File: src/design/qps_pkg.sv
// Constants, encodings and types for the quad pot serial register slave.
// Assumes one 50 MHz system clock and synchronous serial pins.
package qps_pkg;

    // ------------------------------------------------------------
    // Clock and timing
    // ------------------------------------------------------------
    localparam int CLK_HZ       = 50_000_000;
    localparam int NV_WRITE_MS  = 20;
    localparam int NV_WRITE_CYC = NV_WRITE_MS * (CLK_HZ / 1000);
    localparam int NV_CNT_W     = 20;

    // ------------------------------------------------------------
    // Register addresses
    // ------------------------------------------------------------
    localparam logic [3:0] ADDR_WIPER_LAST = 4'h3;
    localparam logic [3:0] ADDR_SCRATCH_A  = 4'h4;
    localparam logic [3:0] ADDR_SCRATCH_C  = 4'h6;
    localparam logic [3:0] ADDR_RESERVED   = 4'h7;
    localparam logic [3:0] ADDR_ACCESS     = 4'h8;
    localparam logic [3:0] ADDR_FIRST      = 4'h0;

    // ------------------------------------------------------------
    // Access control fields and reset values
    // ------------------------------------------------------------
    localparam int         ACC_VOL_BIT   = 7;
    localparam int         ACC_PD_BIT    = 6;
    localparam int         ACC_BUSY_BIT  = 5;
    localparam logic       VOL_SEL_RST   = 1'b0;
    localparam logic       PD_BIT_RST    = 1'b1;
    localparam logic [7:0] WIPER_RST     = 8'h40;
    localparam logic [7:0] NV_INIT       = 8'h40;
    localparam logic [7:0] SCRATCH_INIT  = 8'h00;

    // ------------------------------------------------------------
    // Serial protocol
    // ------------------------------------------------------------
    // Device code value is arbitrary
    localparam logic [3:0] DEV_CODE   = 4'hA;
    localparam logic [3:0] ID_LOW     = 4'h0;
    localparam logic [3:0] INSTR_READ = 4'hB;
    localparam logic [3:0] INSTR_WRITE = 4'hC;
    localparam logic [2:0] BIT_LAST   = 3'h7;

    typedef enum logic [5:0] {
        QPS_IDLE = 6'b00_0001,
        QPS_ID   = 6'b00_0010,
        QPS_CMD  = 6'b00_0100,
        QPS_WR   = 6'b00_1000,
        QPS_RD   = 6'b01_0000,
        QPS_SKIP = 6'b10_0000
    } qps_state_e;

endpackage : qps_pkg

File: src/design/qps_spi_if.sv
// Byte level link between the serial shifter and the register control.
// Assumes both ends run on the same clock.
`timescale 1ns/1ns
interface qps_spi_if;
    logic [7:0] rx_byte;
    logic       rx_valid;
    logic       frame_start;
    logic       frame_end;
    logic [7:0] tx_byte;
    logic       tx_load;
    logic       tx_en;
    logic       sdo_low;

    modport shifter (
        output rx_byte, rx_valid, frame_start, frame_end, sdo_low,
        input  tx_byte, tx_load, tx_en
    );
    modport ctrl (
        input  rx_byte, rx_valid, frame_start, frame_end, sdo_low,
        output tx_byte, tx_load, tx_en
    );
endinterface : qps_spi_if

File: src/design/qps_spi_shift.sv
// Mode 0 serial shifter: bytes in on rising, bits out on falling clock.
// Assumes sck, sdi and cs_n are synchronous to clk and much slower.
`timescale 1ns/1ns
module qps_spi_shift
    import qps_pkg::*;
(
    input  wire logic clk,
    input  wire logic resetn,
    input  wire logic sck,
    input  wire logic sdi,
    input  wire logic cs_n,
    qps_spi_if.shifter bus
);
    logic       sck_q_r;
    logic       cs_q_r;
    logic [2:0] bit_cnt_r;
    logic [6:0] rx_sh_r;
    logic [7:0] tx_sh_r;
    logic       sck_rise;
    logic       sck_fall;

    assign sck_rise = sck & ~sck_q_r & ~cs_n;
    assign sck_fall = ~sck & sck_q_r & ~cs_n;

    // ------------------------------------------------------------
    // Edge and frame detection
    // ------------------------------------------------------------
    always_ff @(posedge clk or negedge resetn) begin
        if (!resetn) begin
            sck_q_r         <= 1'b0;
            cs_q_r          <= 1'b0;
            bus.frame_start <= 1'b0;
            bus.frame_end   <= 1'b0;
        end else begin
            sck_q_r         <= sck;
            cs_q_r          <= cs_n;
            bus.frame_start <= cs_q_r & ~cs_n;
            bus.frame_end   <= cs_n & ~cs_q_r;
        end
    end

    // ------------------------------------------------------------
    // Receive, MSB first on rising edges
    // ------------------------------------------------------------
    always_ff @(posedge clk or negedge resetn) begin
        if (!resetn) begin
            bit_cnt_r    <= 3'h0;
            rx_sh_r      <= 7'h00;
            bus.rx_byte  <= 8'h00;
            bus.rx_valid <= 1'b0;
        end else begin
            bus.rx_valid <= 1'b0;
            if (cs_n) begin
                bit_cnt_r <= 3'h0;
            end else if (sck_rise) begin
                rx_sh_r   <= {rx_sh_r[5:0], sdi};
                bit_cnt_r <= bit_cnt_r + 3'h1;
                if (bit_cnt_r == BIT_LAST) begin
                    bus.rx_byte  <= {rx_sh_r, sdi};
                    bus.rx_valid <= 1'b1;
                end
            end
        end
    end

    // ------------------------------------------------------------
    // Transmit, MSB first on falling edges, open drain
    // ------------------------------------------------------------
    always_ff @(posedge clk or negedge resetn) begin
        if (!resetn) begin
            tx_sh_r     <= 8'h00;
            bus.sdo_low <= 1'b0;
        end else if (cs_n) begin
            bus.sdo_low <= 1'b0;
        end else if (bus.tx_load) begin
            tx_sh_r <= bus.tx_byte;
        end else if (sck_fall) begin
            bus.sdo_low <= bus.tx_en & ~tx_sh_r[7];
            tx_sh_r     <= {tx_sh_r[6:0], 1'b0};
        end
    end

endmodule : qps_spi_shift

File: src/design/qps_nv_timer.sv
// Self-timed non-volatile write cycle; busy for NV_CYC clocks.
// Assumes start is a one-cycle pulse.
`timescale 1ns/1ns
module qps_nv_timer
    import qps_pkg::*;
#(
    parameter int NV_CYC = NV_WRITE_CYC
) (
    input  wire logic clk,
    input  wire logic resetn,
    input  wire logic start,
    output logic      busy
);
    logic [NV_CNT_W-1:0] cnt_r;

    always_ff @(posedge clk or negedge resetn) begin
        if (!resetn) begin
            cnt_r <= '0;
            busy  <= 1'b0;
        end else if (start) begin
            cnt_r <= NV_CNT_W'(NV_CYC - 1);
            busy  <= 1'b1;
        end else if (cnt_r != '0) begin
            cnt_r <= cnt_r - NV_CNT_W'(1);
        end else begin
            busy  <= 1'b0;
        end
    end

endmodule : qps_nv_timer

File: src/design/qps_top.sv
// Register logic of a quad digital potentiometer behind a mode 0 serial
// slave port, with power-up reload and a self-timed non-volatile write.
// Assumes serial pins synchronous to clk; analog arrays lie outside.
//
// Contract
// - Low seven wiper bits pick the tap
// - Wipers start at mid-scale 40h
// - Wipers then reload from power-up registers
// - Addresses 0 to 3 select channels 0-3
// - 4-6 scratch, 7 reserved, 8 access control
// - Power-up and wiper registers share addresses
// - Volatile-select bit routes low addresses
// - Power-up write also loads the wiper
// - Shutdown bit low forces shutdown, resets high
// - Normal only with pin and bit high
// - Shutdown grounds wipers, keeps settings
// - Serial port works during shutdown
// - Read-only busy flag during non-volatile write
// - Busy blocks wiper, power-up, control writes
// - Sample on rising, shift on falling
// - Bytes travel most significant bit first
// - First byte is the identification byte
// - Second byte: instruction high, address low
// - Only read and write instructions valid
// - Output released when deselected; standby once no write cycle pends or runs
// - Write pointer increments, wraps after six
// - Non-volatile write starts at select rise
// - Read streams registers, pointer wraps after six
`timescale 1ns/1ns
module qps_top
    import qps_pkg::*;
#(
    parameter int NV_CYC = NV_WRITE_CYC
) (
    input  wire logic        clk,
    input  wire logic        resetn,
    input  wire logic        sck,
    input  wire logic        sdi,
    input  wire logic        cs_n,
    input  wire logic        power_down_n,
    output logic             sdo_o,
    output logic             sdo_oe,
    output logic [27:0]      wiper_tap,
    output logic             pot_shutdown,
    output logic             standby,
    output logic             nv_write_busy
);

    // ------------------------------------------------------------
    // Declarations
    // ------------------------------------------------------------
    qps_spi_if   link ();
    qps_state_e  state_r;
    logic [3:0]  ptr_r;
    logic [7:0]  wiper_r    [4];
    logic [7:0]  pu_wiper_r [4];
    logic [7:0]  scratch_r  [3];
    logic        volatile_select_r;
    logic        pd_bit_r;
    logic        reload_pend_r;
    logic        nv_pend_r;
    logic        nv_start_r;
    logic        busy;
    logic [7:0]  tx_byte_r;
    logic        tx_load_r;
    logic        tx_en_r;
    logic        wr_strobe;
    logic        wr_low;
    logic        wr_nv_low;
    logic        wr_scratch;
    logic        wr_access;
    logic [7:0]  wr_data;
    logic [1:0]  wr_ch;

    // ------------------------------------------------------------
    // Helpers
    // ------------------------------------------------------------
    function automatic logic [3:0] ptr_next(input logic [3:0] p);
        if (p >= ADDR_SCRATCH_C) begin
            ptr_next = ADDR_FIRST;
        end else begin
            ptr_next = p + 4'h1;
        end
    endfunction : ptr_next

    // ------------------------------------------------------------
    // Address decode
    // ------------------------------------------------------------
    function automatic logic is_wiper(input logic [3:0] a);
        is_wiper = (a <= ADDR_WIPER_LAST);
    endfunction : is_wiper

    function automatic logic is_scratch(input logic [3:0] a);
        is_scratch = (a >= ADDR_SCRATCH_A)
                     && (a <= ADDR_SCRATCH_C);
    endfunction : is_scratch

    function automatic logic [1:0] scratch_idx(input logic [3:0] a);
        scratch_idx = 2'(a - ADDR_SCRATCH_A);
    endfunction : scratch_idx

    function automatic logic [7:0] read_reg(input logic [3:0] a);
        logic [7:0] v;
        v = 8'h00;
        if (is_wiper(a)) begin
            v = volatile_select_r ? wiper_r[a[1:0]]
                                  : pu_wiper_r[a[1:0]];
        end else if (is_scratch(a)) begin
            v = scratch_r[scratch_idx(a)];
        end else if (a == ADDR_ACCESS) begin
            v[ACC_VOL_BIT]  = volatile_select_r;
            v[ACC_PD_BIT]   = pd_bit_r;
            v[ACC_BUSY_BIT] = busy;
        end
        read_reg = v;
    endfunction : read_reg

    // ------------------------------------------------------------
    // Submodules
    // ------------------------------------------------------------
    qps_spi_shift u_shift (
        .clk    (clk),
        .resetn (resetn),
        .sck    (sck),
        .sdi    (sdi),
        .cs_n   (cs_n),
        .bus    (link)
    );

    qps_nv_timer #(
        .NV_CYC (NV_CYC)
    ) u_nv (
        .clk    (clk),
        .resetn (resetn),
        .start  (nv_start_r),
        .busy   (busy)
    );

    assign link.tx_byte = tx_byte_r;
    assign link.tx_load = tx_load_r;
    assign link.tx_en   = tx_en_r;

    // ------------------------------------------------------------
    // Write decode
    // ------------------------------------------------------------
    assign wr_strobe  = link.rx_valid && (state_r == QPS_WR);
    assign wr_data    = link.rx_byte;
    assign wr_ch      = ptr_r[1:0];
    assign wr_low     = wr_strobe && is_wiper(ptr_r)
                        && !busy;
    assign wr_nv_low  = wr_low && !volatile_select_r;
    assign wr_scratch = wr_strobe
                        && is_scratch(ptr_r);
    assign wr_access  = wr_strobe && (ptr_r == ADDR_ACCESS)
                        && !busy;

    // ------------------------------------------------------------
    // Frame sequencer and pointer
    // ------------------------------------------------------------
    always_ff @(posedge clk or negedge resetn) begin
        if (!resetn) begin
            state_r   <= QPS_IDLE;
            ptr_r     <= ADDR_FIRST;
            tx_byte_r <= 8'h00;
            tx_load_r <= 1'b0;
            tx_en_r   <= 1'b0;
        end else begin
            tx_load_r <= 1'b0;
            if (link.frame_end) begin
                state_r <= QPS_IDLE;
                tx_en_r <= 1'b0;
            end else if (link.frame_start) begin
                state_r <= QPS_ID;
                tx_en_r <= 1'b0;
            end else if (link.rx_valid) begin
                case (state_r)
                    QPS_ID: begin
                        if (link.rx_byte == {DEV_CODE, ID_LOW}) begin
                            state_r <= QPS_CMD;
                        end else begin
                            state_r <= QPS_SKIP;
                        end
                    end
                    QPS_CMD: begin
                        ptr_r <= link.rx_byte[3:0];
                        if (link.rx_byte[7:4] == INSTR_READ) begin
                            state_r   <= QPS_RD;
                            tx_byte_r <= read_reg(link.rx_byte[3:0]);
                            tx_load_r <= 1'b1;
                            tx_en_r   <= 1'b1;
                            ptr_r     <= ptr_next(link.rx_byte[3:0]);
                        end else if (link.rx_byte[7:4] == INSTR_WRITE) begin
                            state_r <= QPS_WR;
                        end else begin
                            state_r <= QPS_SKIP;
                        end
                    end
                    QPS_WR: begin
                        ptr_r <= ptr_next(ptr_r);
                    end
                    QPS_RD: begin
                        tx_byte_r <= read_reg(ptr_r);
                        tx_load_r <= 1'b1;
                        ptr_r     <= ptr_next(ptr_r);
                    end
                    QPS_SKIP: begin
                        state_r <= QPS_SKIP;
                    end
                    QPS_IDLE: begin
                        state_r <= QPS_IDLE;
                    end
                    default: begin
                        state_r <= QPS_IDLE;
                    end
                endcase
            end
        end
    end

    // ------------------------------------------------------------
    // Wiper setting registers
    // ------------------------------------------------------------
    always_ff @(posedge clk or negedge resetn) begin
        if (!resetn) begin
            for (int i = 0; i < 4; i++) begin
                wiper_r[i] <= WIPER_RST;
            end
            reload_pend_r <= 1'b1;
        end else if (reload_pend_r) begin
            reload_pend_r <= 1'b0;
            for (int i = 0; i < 4; i++) begin
                wiper_r[i] <= pu_wiper_r[i];
            end
        end else if (wr_low) begin
            wiper_r[wr_ch] <= wr_data;
        end
    end

    // ------------------------------------------------------------
    // Non-volatile registers and write cycle launch
    // ------------------------------------------------------------
    always_ff @(posedge clk or negedge resetn) begin
        if (!resetn) begin
            for (int i = 0; i < 4; i++) begin
                pu_wiper_r[i] <= NV_INIT;
            end
            for (int i = 0; i < 3; i++) begin
                scratch_r[i] <= SCRATCH_INIT;
            end
            nv_pend_r  <= 1'b0;
            nv_start_r <= 1'b0;
        end else begin
            nv_start_r <= 1'b0;
            if (wr_nv_low) begin
                pu_wiper_r[wr_ch] <= wr_data;
                nv_pend_r         <= 1'b1;
            end
            if (wr_scratch) begin
                scratch_r[scratch_idx(ptr_r)] <= wr_data;
                nv_pend_r <= 1'b1;
            end
            if (link.frame_end && nv_pend_r) begin
                nv_start_r <= 1'b1;
                nv_pend_r  <= 1'b0;
            end
        end
    end

    // ------------------------------------------------------------
    // Access control register
    // ------------------------------------------------------------
    always_ff @(posedge clk or negedge resetn) begin
        if (!resetn) begin
            volatile_select_r <= VOL_SEL_RST;
            pd_bit_r          <= PD_BIT_RST;
        end else if (wr_access) begin
            volatile_select_r <= wr_data[ACC_VOL_BIT];
            pd_bit_r          <= wr_data[ACC_PD_BIT];
        end
    end

    // ------------------------------------------------------------
    // Tap outputs
    // ------------------------------------------------------------
    always_ff @(posedge clk or negedge resetn) begin
        if (!resetn) begin
            wiper_tap <= {4{WIPER_RST[6:0]}};
        end else begin
            for (int i = 0; i < 4; i++) begin
                wiper_tap[i*7 +: 7] <= wiper_r[i][6:0];
            end
        end
    end

    // ------------------------------------------------------------
    // Shutdown output
    // ------------------------------------------------------------
    always_ff @(posedge clk or negedge resetn) begin
        if (!resetn) begin
            pot_shutdown <= 1'b0;
        end else begin
            pot_shutdown <= ~(power_down_n & pd_bit_r);
        end
    end

    // ------------------------------------------------------------
    // Standby output, low while selected and until write cycle ends
    // ------------------------------------------------------------
    always_ff @(posedge clk or negedge resetn) begin
        if (!resetn) begin
            standby <= 1'b1;
        end else begin
            standby <= cs_n & ~busy & ~nv_pend_r & ~nv_start_r;
        end
    end

    // ------------------------------------------------------------
    // Write cycle busy output
    // ------------------------------------------------------------
    always_ff @(posedge clk or negedge resetn) begin
        if (!resetn) begin
            nv_write_busy <= 1'b0;
        end else begin
            nv_write_busy <= busy;
        end
    end

    // ------------------------------------------------------------
    // Open drain serial output
    // ------------------------------------------------------------
    always_ff @(posedge clk or negedge resetn) begin
        if (!resetn) begin
            sdo_o  <= 1'b0;
            sdo_oe <= 1'b0;
        end else begin
            sdo_o  <= 1'b0;
            sdo_oe <= link.sdo_low & ~cs_n;
        end
    end

endmodule : qps_top

File: config.mk
export PLATFORM = sky130hd
export DESIGN_NAME = qps_top
export DESIGN_NICKNAME = d
export VERILOG_FILES = /design/src/design/qps_pkg.sv /design/src/design/qps_spi_if.sv /design/src/design/qps_spi_shift.sv /design/src/design/qps_nv_timer.sv /design/src/design/qps_top.sv
export SDC_FILE = /design/constraint.sdc
export NUM_CORES = 1
export LEC_CHECK = 0
export CORE_MARGIN = 2
export CORE_UTILIZATION = 55
export CTS_BUF_LIST = sky130_fd_sc_hd__clkbuf_4
export CTS_CLUSTER_SIZE = 40
export DETAILED_ROUTE_END_ITERATION = 6
export DONT_BUFFER_PORTS = 1
export GPL_ROUTABILITY_DRIVEN = 0
export PLACE_DENSITY = 0.71
export SLEW_MARGIN = 0
export SYNTH_ARGS = -nofsm -noshare
export SYNTH_HDL_FRONTEND = slang
export SYNTH_SLANG_ARGS = --single-unit
File: constraint.sdc
create_clock -name clk -period 2.7 [get_ports clk]
set_input_delay 0.135 -clock clk [delete_from_list [all_inputs] [get_ports clk]]
set_output_delay 0.135 -clock clk [all_outputs]
set_load 0.01 [all_outputs]
### Yosys cells after proc, flatten, opt, wreduce, memory -nomap -nowiden

Index checks and enable logic that the tools add are counted.

* $add $sub $neg: 6
* $lt $le $gt $ge: 14
* eq/ne operators: 15
* muxes and demuxes: 78
* bitwise operators: 27
* reductions and logical operators: 35

Operators with widths (count)
* $mux 8: 21
* $bmux 8 s2: 6
* $bwmux 32: 2
* $mux 32: 2
* $mux 20: 2
* $mux 6: 6
* $demux 8 s2: 2
* $bwmux 24: 1
* $pmux 6 s4: 1
* $mux 1: 21
* $reduce_bool 20->1: 1
* $sub 20x1->20 const B: 1
* $mux 3: 6
* $eq 4x4->1 const B: 4
* $ge 4x3->1 const B: 4
* $pmux 8 s2: 1
* $reduce_bool 2->1: 7
* $and 1x1->1: 12
* $ge 3x3->1 const B: 4
* $logic_and 1x1->1: 12
* $mux 4: 3
* $not 2->3: 4
* $reduce_bool 3->1: 4
* $not 1->1: 11
* other kinds (24): 37

* flip-flop bits (word level): 198
* logic and storage cells: 213

### Depth between registers and ports, before layout

* word-level depth: 9
* mapped depth: 8

### By module

Synthesis repeated with hierarchy kept, for this count alone.

* cells, all modules: 855
* area, all modules: 10109.7 µm²

By module, submodules not included
* qps_top: times used 1, cells an instance 632, area each 7450.9 µm², seq. area each 3648.5 µm²
* qps_spi_shift: times used 1, cells an instance 87, area each 1355.0 µm², seq. area each 800.8 µm²
* qps_nv_timer: times used 1, cells an instance 136, area each 1303.8 µm², seq. area each 525.5 µm²

### Least setup slack after synthesis

No wires, ideal clock.

* kind: reg-to-reg
* from: register state_r[2]
* to: register pu_wiper_r[0] in the netlist's numbering
* setup time: 0.125 ns
* data arrival time: 2.317 ns
* data required time: 2.575 ns
* slack: 0.258 ns
* stages on the path, launching flop included: 7
* path buffers: 2
* path through: dfrtp_1 buf_2 or4_4 or3_1 buf_4 nor4b_4 mux2_2

* cells in the longest elaborated chain, start to end: 5

Ends and longest elaborated chain
* start, declared: line qps_top.sv:53 `qps_state_e state_r;`
* start signal, assigned: line qps_top.sv:162 `state_r <= QPS_IDLE;`
* start signal, assigned: line qps_top.sv:170 `state_r <= QPS_IDLE;`
* start signal, assigned: line qps_top.sv:173 `state_r <= QPS_ID;`
* $eq 6x4->1: line qps_top.sv:146 `assign wr_strobe = link.rx_valid && (state_r == QPS_WR);`
* $logic_and 1x1->1: line qps_top.sv:146
* $logic_and 1x1->1: line qps_top.sv:149 `assign wr_low = wr_strobe && is_wiper(ptr_r)`
* $logic_and 1x1->1: line qps_top.sv:150 `&& !busy;`
* $logic_and 1x1->1: line qps_top.sv:151 `assign wr_nv_low = wr_low && !volatile_select_r;`
* end signal, assigned by index: line qps_top.sv:255 `pu_wiper_r[wr_ch] <= wr_data;`
* end, declared: line qps_top.sv:56 `logic [7:0] pu_wiper_r [4];`

Every way passes these cells.
A chain may end at the register's enable or synchronous reset.

### Worst setup path in the final report

* from: register state_r[1]
* to: register pu_wiper_r[28] in the netlist's numbering

Same word-level chain as after synthesis.

==> flow_summary.yaml <==
yosys:
  synth_top_area_cell: "dfrtp_1"
  ys_types: 64
  synth_cells: 871
  yosys.area_share.simple_pct: 14.56
  ys_warn_count: 0
  ys_ff_latch: 198
  synth_top_family_by_area: "multiplexers"
  synth_mux_area_share_pct: 18.70
  seq_area_frac_synth_pct: 50.13
  netlist_area_um2: 9925
  synth_compound_area_share_pct: 10.85
  synth_edf_count: 0
  synthTopCellsByArea: "dfrtp_1 (46%), mux2_2 (8.3%), mux4_2 (7.3%)"
  synthArstFlopShare_pct: 100.0
  yosys-top-cells-count: "dfrtp_1 (182), mux2_2 (73), nand2_1 (69)"
  synthAdderAreaFrac_pct: 1.261
  avgSynthCellArea_um2: 11.39
  synth_top_area_share_pct: 45.89
  synthXorXnorAreaFrac_pct: 1.412
  yosysMostFrequentCell: "dfrtp_1"
  ys.flop_type: "dfrtp_1"
layout:
  n_fill_cell: 1436
  drive_above_1_share_pct: 24.09
  seq_area_um2: 4976
  stdcell_area_um2: 10650
  fin_cells: 1110
  final_nets: 883
  multi_input_area_um2: 4664
  syn_to_final_growth_pct: 7.350
sta:
  setup_viol: 0
  min_period_ns: 2.555
  worst_slew_pin_slew_ns: 0.9788
  drv_slew: 0
  timing_hold_violations_final: 198
  max_freq_ghz: 0.3913
  fin_setup_tns_ns: 0
  whs_ns: -0.7678
  rsz0062_at_grt: "no"
  post-route-period-util_pct: 94.64
  slew_headroom_pct: 34.74
  finalClockSkew_ns: 0.02849
global_routing:
  grt_overflow: 0
  gr-usage-all-layers_pct: 26.09
  grt_max_degree: 199
  antenna_found_initial: 1
  first_global_vias: 7281
  grt_pass1_wl_um: 39470
clocking:
  hold_buffers: 4
  cts_made_buffers: 17
  clock_path_buffers: 2
  htreeDepth: 4
  clkTransAtPathRegs_ns: 0.15
  cts.sinks: 198
  cts_tree: "done"
  cts_root_buf: "clkbuf_4"
  worst_skew_pair.late_latency_ns: 0.58
drt:
  wl_per_cell_um: 21.63
  drtAntennaViolNets: 0
  drtIter0Drc: 598
  totalWireLength_um: 24010
  vias: 7032
  viasPerCell: 6.335
  route.detailed.drc: 0
  first_pass_iters: 5
place:
  port_buffers: 0
  hpwl_um: 16290
  placed_area_um2: 10260
  dp_cells: 1071
hold_path:
  hold_path.class: "input port to async pin"
worst_setup_path:
  startpoint_type: "flip-flop"
  crit_slowest_cell: "or4_4"
  worstSetupEndpointType: "flip-flop"
  path_class: "flip-flop to flip-flop"
  critPathRequiredTime_ns: 3.17
  arrival_ns: 3.03
  cp_cell_sequence: "or4_4 > or3_4 > nor4_4 > buf_4 > mux2_2"
  cp_max_fo: 8
  slowest_delay_ns: 0.63
  reg2reg_slack_ns: 0.14
power:
  seq_power_share_pct: 61.8
  vdd_drop_max_mv: 0.4577
  power_density_nw_per_um2: 491.9
  pwr-share-comb_pct: 4.1
  cell_internal_pwr_w: 0.004007
  clkPwrFrac_pct: 34.1
  power_switching_w: 0.001234
  swShare_pct: 23.54
  p_leak_nw: 4.662
job:
  maxCapViolations: 0
die:
  start_util_pct: 55.63
  coreArea_um2: 17840
  rows: 49
  die_y_um: 138.3
  dieArea_um2: 19140
  io_pins: 39
  fp.dieW_um: 138.3
run_status:
  violations: "hold timing"
  status: "finished with violations"
-- state kept, by name (all words and copies together) (netlist names), 3 cells and up --
register             flops
link.tx_byte             8
ptr_r                    4
pu_wiper_r              32
scratch_r               24
state_r                  6
u_nv.cnt_r              20
u_shift.bit_cnt_r        3
u_shift.bus.rx_byte      8
u_shift.rx_sh_r          7
u_shift.tx_sh_r          8
wiper_r                 32
wiper_tap               28
-- placed cells by master (no fill, tap or decap), drive strengths merged, types with 4 or more instances in the layout --
master | Yosys | layout
a21oi | 59 | 59
a22oi | 5 | 5
a31oi | 33 | 33
and2 | 7 | 7
buf | 14 | 34
bufinv | 0 | 4
clkbuf | 48 | 19
clkinv | 1 | 4
dfrtp | 182 | 182
dfstp | 16 | 16
dlygate4sd3 | 0 | 4
ha | 10 | 10
inv | 14 | 19
mux2 | 75 | 75
mux2i | 29 | 29
mux4 | 32 | 32
nand2 | 69 | 69
nand2b | 17 | 17
nand3 | 13 | 13
nand4 | 8 | 8
nor2 | 41 | 41
nor2b | 43 | 43
nor3 | 17 | 17
nor3b | 5 | 5
nor4 | 12 | 12
nor4b | 4 | 4
o211ai | 4 | 4
o21ai | 34 | 34
o21bai | 7 | 7
o221a | 5 | 5
o221ai | 7 | 7
or2 | 4 | 4
or3 | 4 | 4
xor2 | 14 | 14
-- per-layer routing --
layer | vias up | GRT usage (%) | wire length [µm]
met5 | - | 0 | 0
met4 | 0 | 8.593 | 625
met3 | 52 | 5.404 | 1350
met2 | 244 | 42.11 | 11750
met1 | 3574 | 35.78 | 10280
li1 | 3162 | - | -
-- timing repair --
action                                  in CTS  in global routing
endpoints found under the hold margin      225                198
buffers inserted                             0                  2
resized for setup                            0                  1
cloned                                       0                  0
pin swaps                                    1                  1
endpoints found under the setup margin       5                  7
-- logic make-up after synthesis --
logic type	Yosys count
AO/OA/AOI/OAI	174
XOR/XNOR	16
adder cells (fa/ha/maj)	10
buffers and inverters	77
flip-flops	198
multiplexers	136
other	1
AND/OR/NAND/NOR	259
-- critical path: cells and delay by family (launching register included) --
| family | cells | cell delay, ns |
|---|---|---|
| buffers and inverters | 1 | 0.20 |
| flip-flops | 1 | 0.48 |
| AND/OR/NAND/NOR | 3 | 1.44 |
| multiplexers | 1 | 0.34 |
-- through the flow --
step	hold slack (ns)	power (W)	setup slack [ns]	utilization (%)
2_1_floorplan	-0.1606	0.003425	0.2584	-
3_3_place_gp	-0.1534	0.003478	0.1082	57.49
3_5_place_dp	-0.1552	0.003497	0.006610	57.49
4_1_cts	-0.8205	0.005281	0.05833	59.59
5_1_grt	-0.8503	0.005473	0.03109	59.72
6_report	-0.7678	0.005240	0.1446	59.72
-- path summary, 6_finish.rpt --
| kind | startpoint | endpoint | cells past startpoint |
|---|---|---|---|
| hold / removal | resetn | u_shift.rx_sh_r[4]$_DFFE_PN0P_ | 0 |
| setup reg to reg | state_r[1]$_DFFE_PN0P_ | pu_wiper_r[28]$_DFFE_PN0P_ | 5 |
| hold reg to reg | wiper_r[30]$_DFFE_PN1P_ | wiper_tap[6]$_DFF_PN1_ | 0 |
| max in group asynchronous | resetn | wiper_tap[20]$_DFF_PN1_ | 0 |
| min in group clk | power_down_n | pot_shutdown$_DFF_PN0_ | 2 |
| setup / recovery | state_r[1]$_DFFE_PN0P_ | pu_wiper_r[28]$_DFFE_PN0P_ | 5 |
-- cell type report --
cell class              instances  share of cell area [%]
diodes                          1                 0.02349
inverters                      15                  0.5285
well taps                     229                   2.689
multi-input cells             597                   43.78
clock inverters                13                   1.809
clock buffers                  19                   1.339
flip-flops and latches        198                   46.71
repair buffers                 38                   3.124
-- power by group through the flow --
stage	Clock [W]	Combinational, W	Sequential [W]
floorplan	0	0.000184	0.00324
global placement	0	0.000194	0.00328
detailed placement	0	0.000206	0.00329
CTS	0.00183	0.000215	0.00324
global route	0.00197	0.000239	0.00326
finish	0.00179	0.000216	0.00324
No activity file was read; power rests on OpenSTA's default activity.
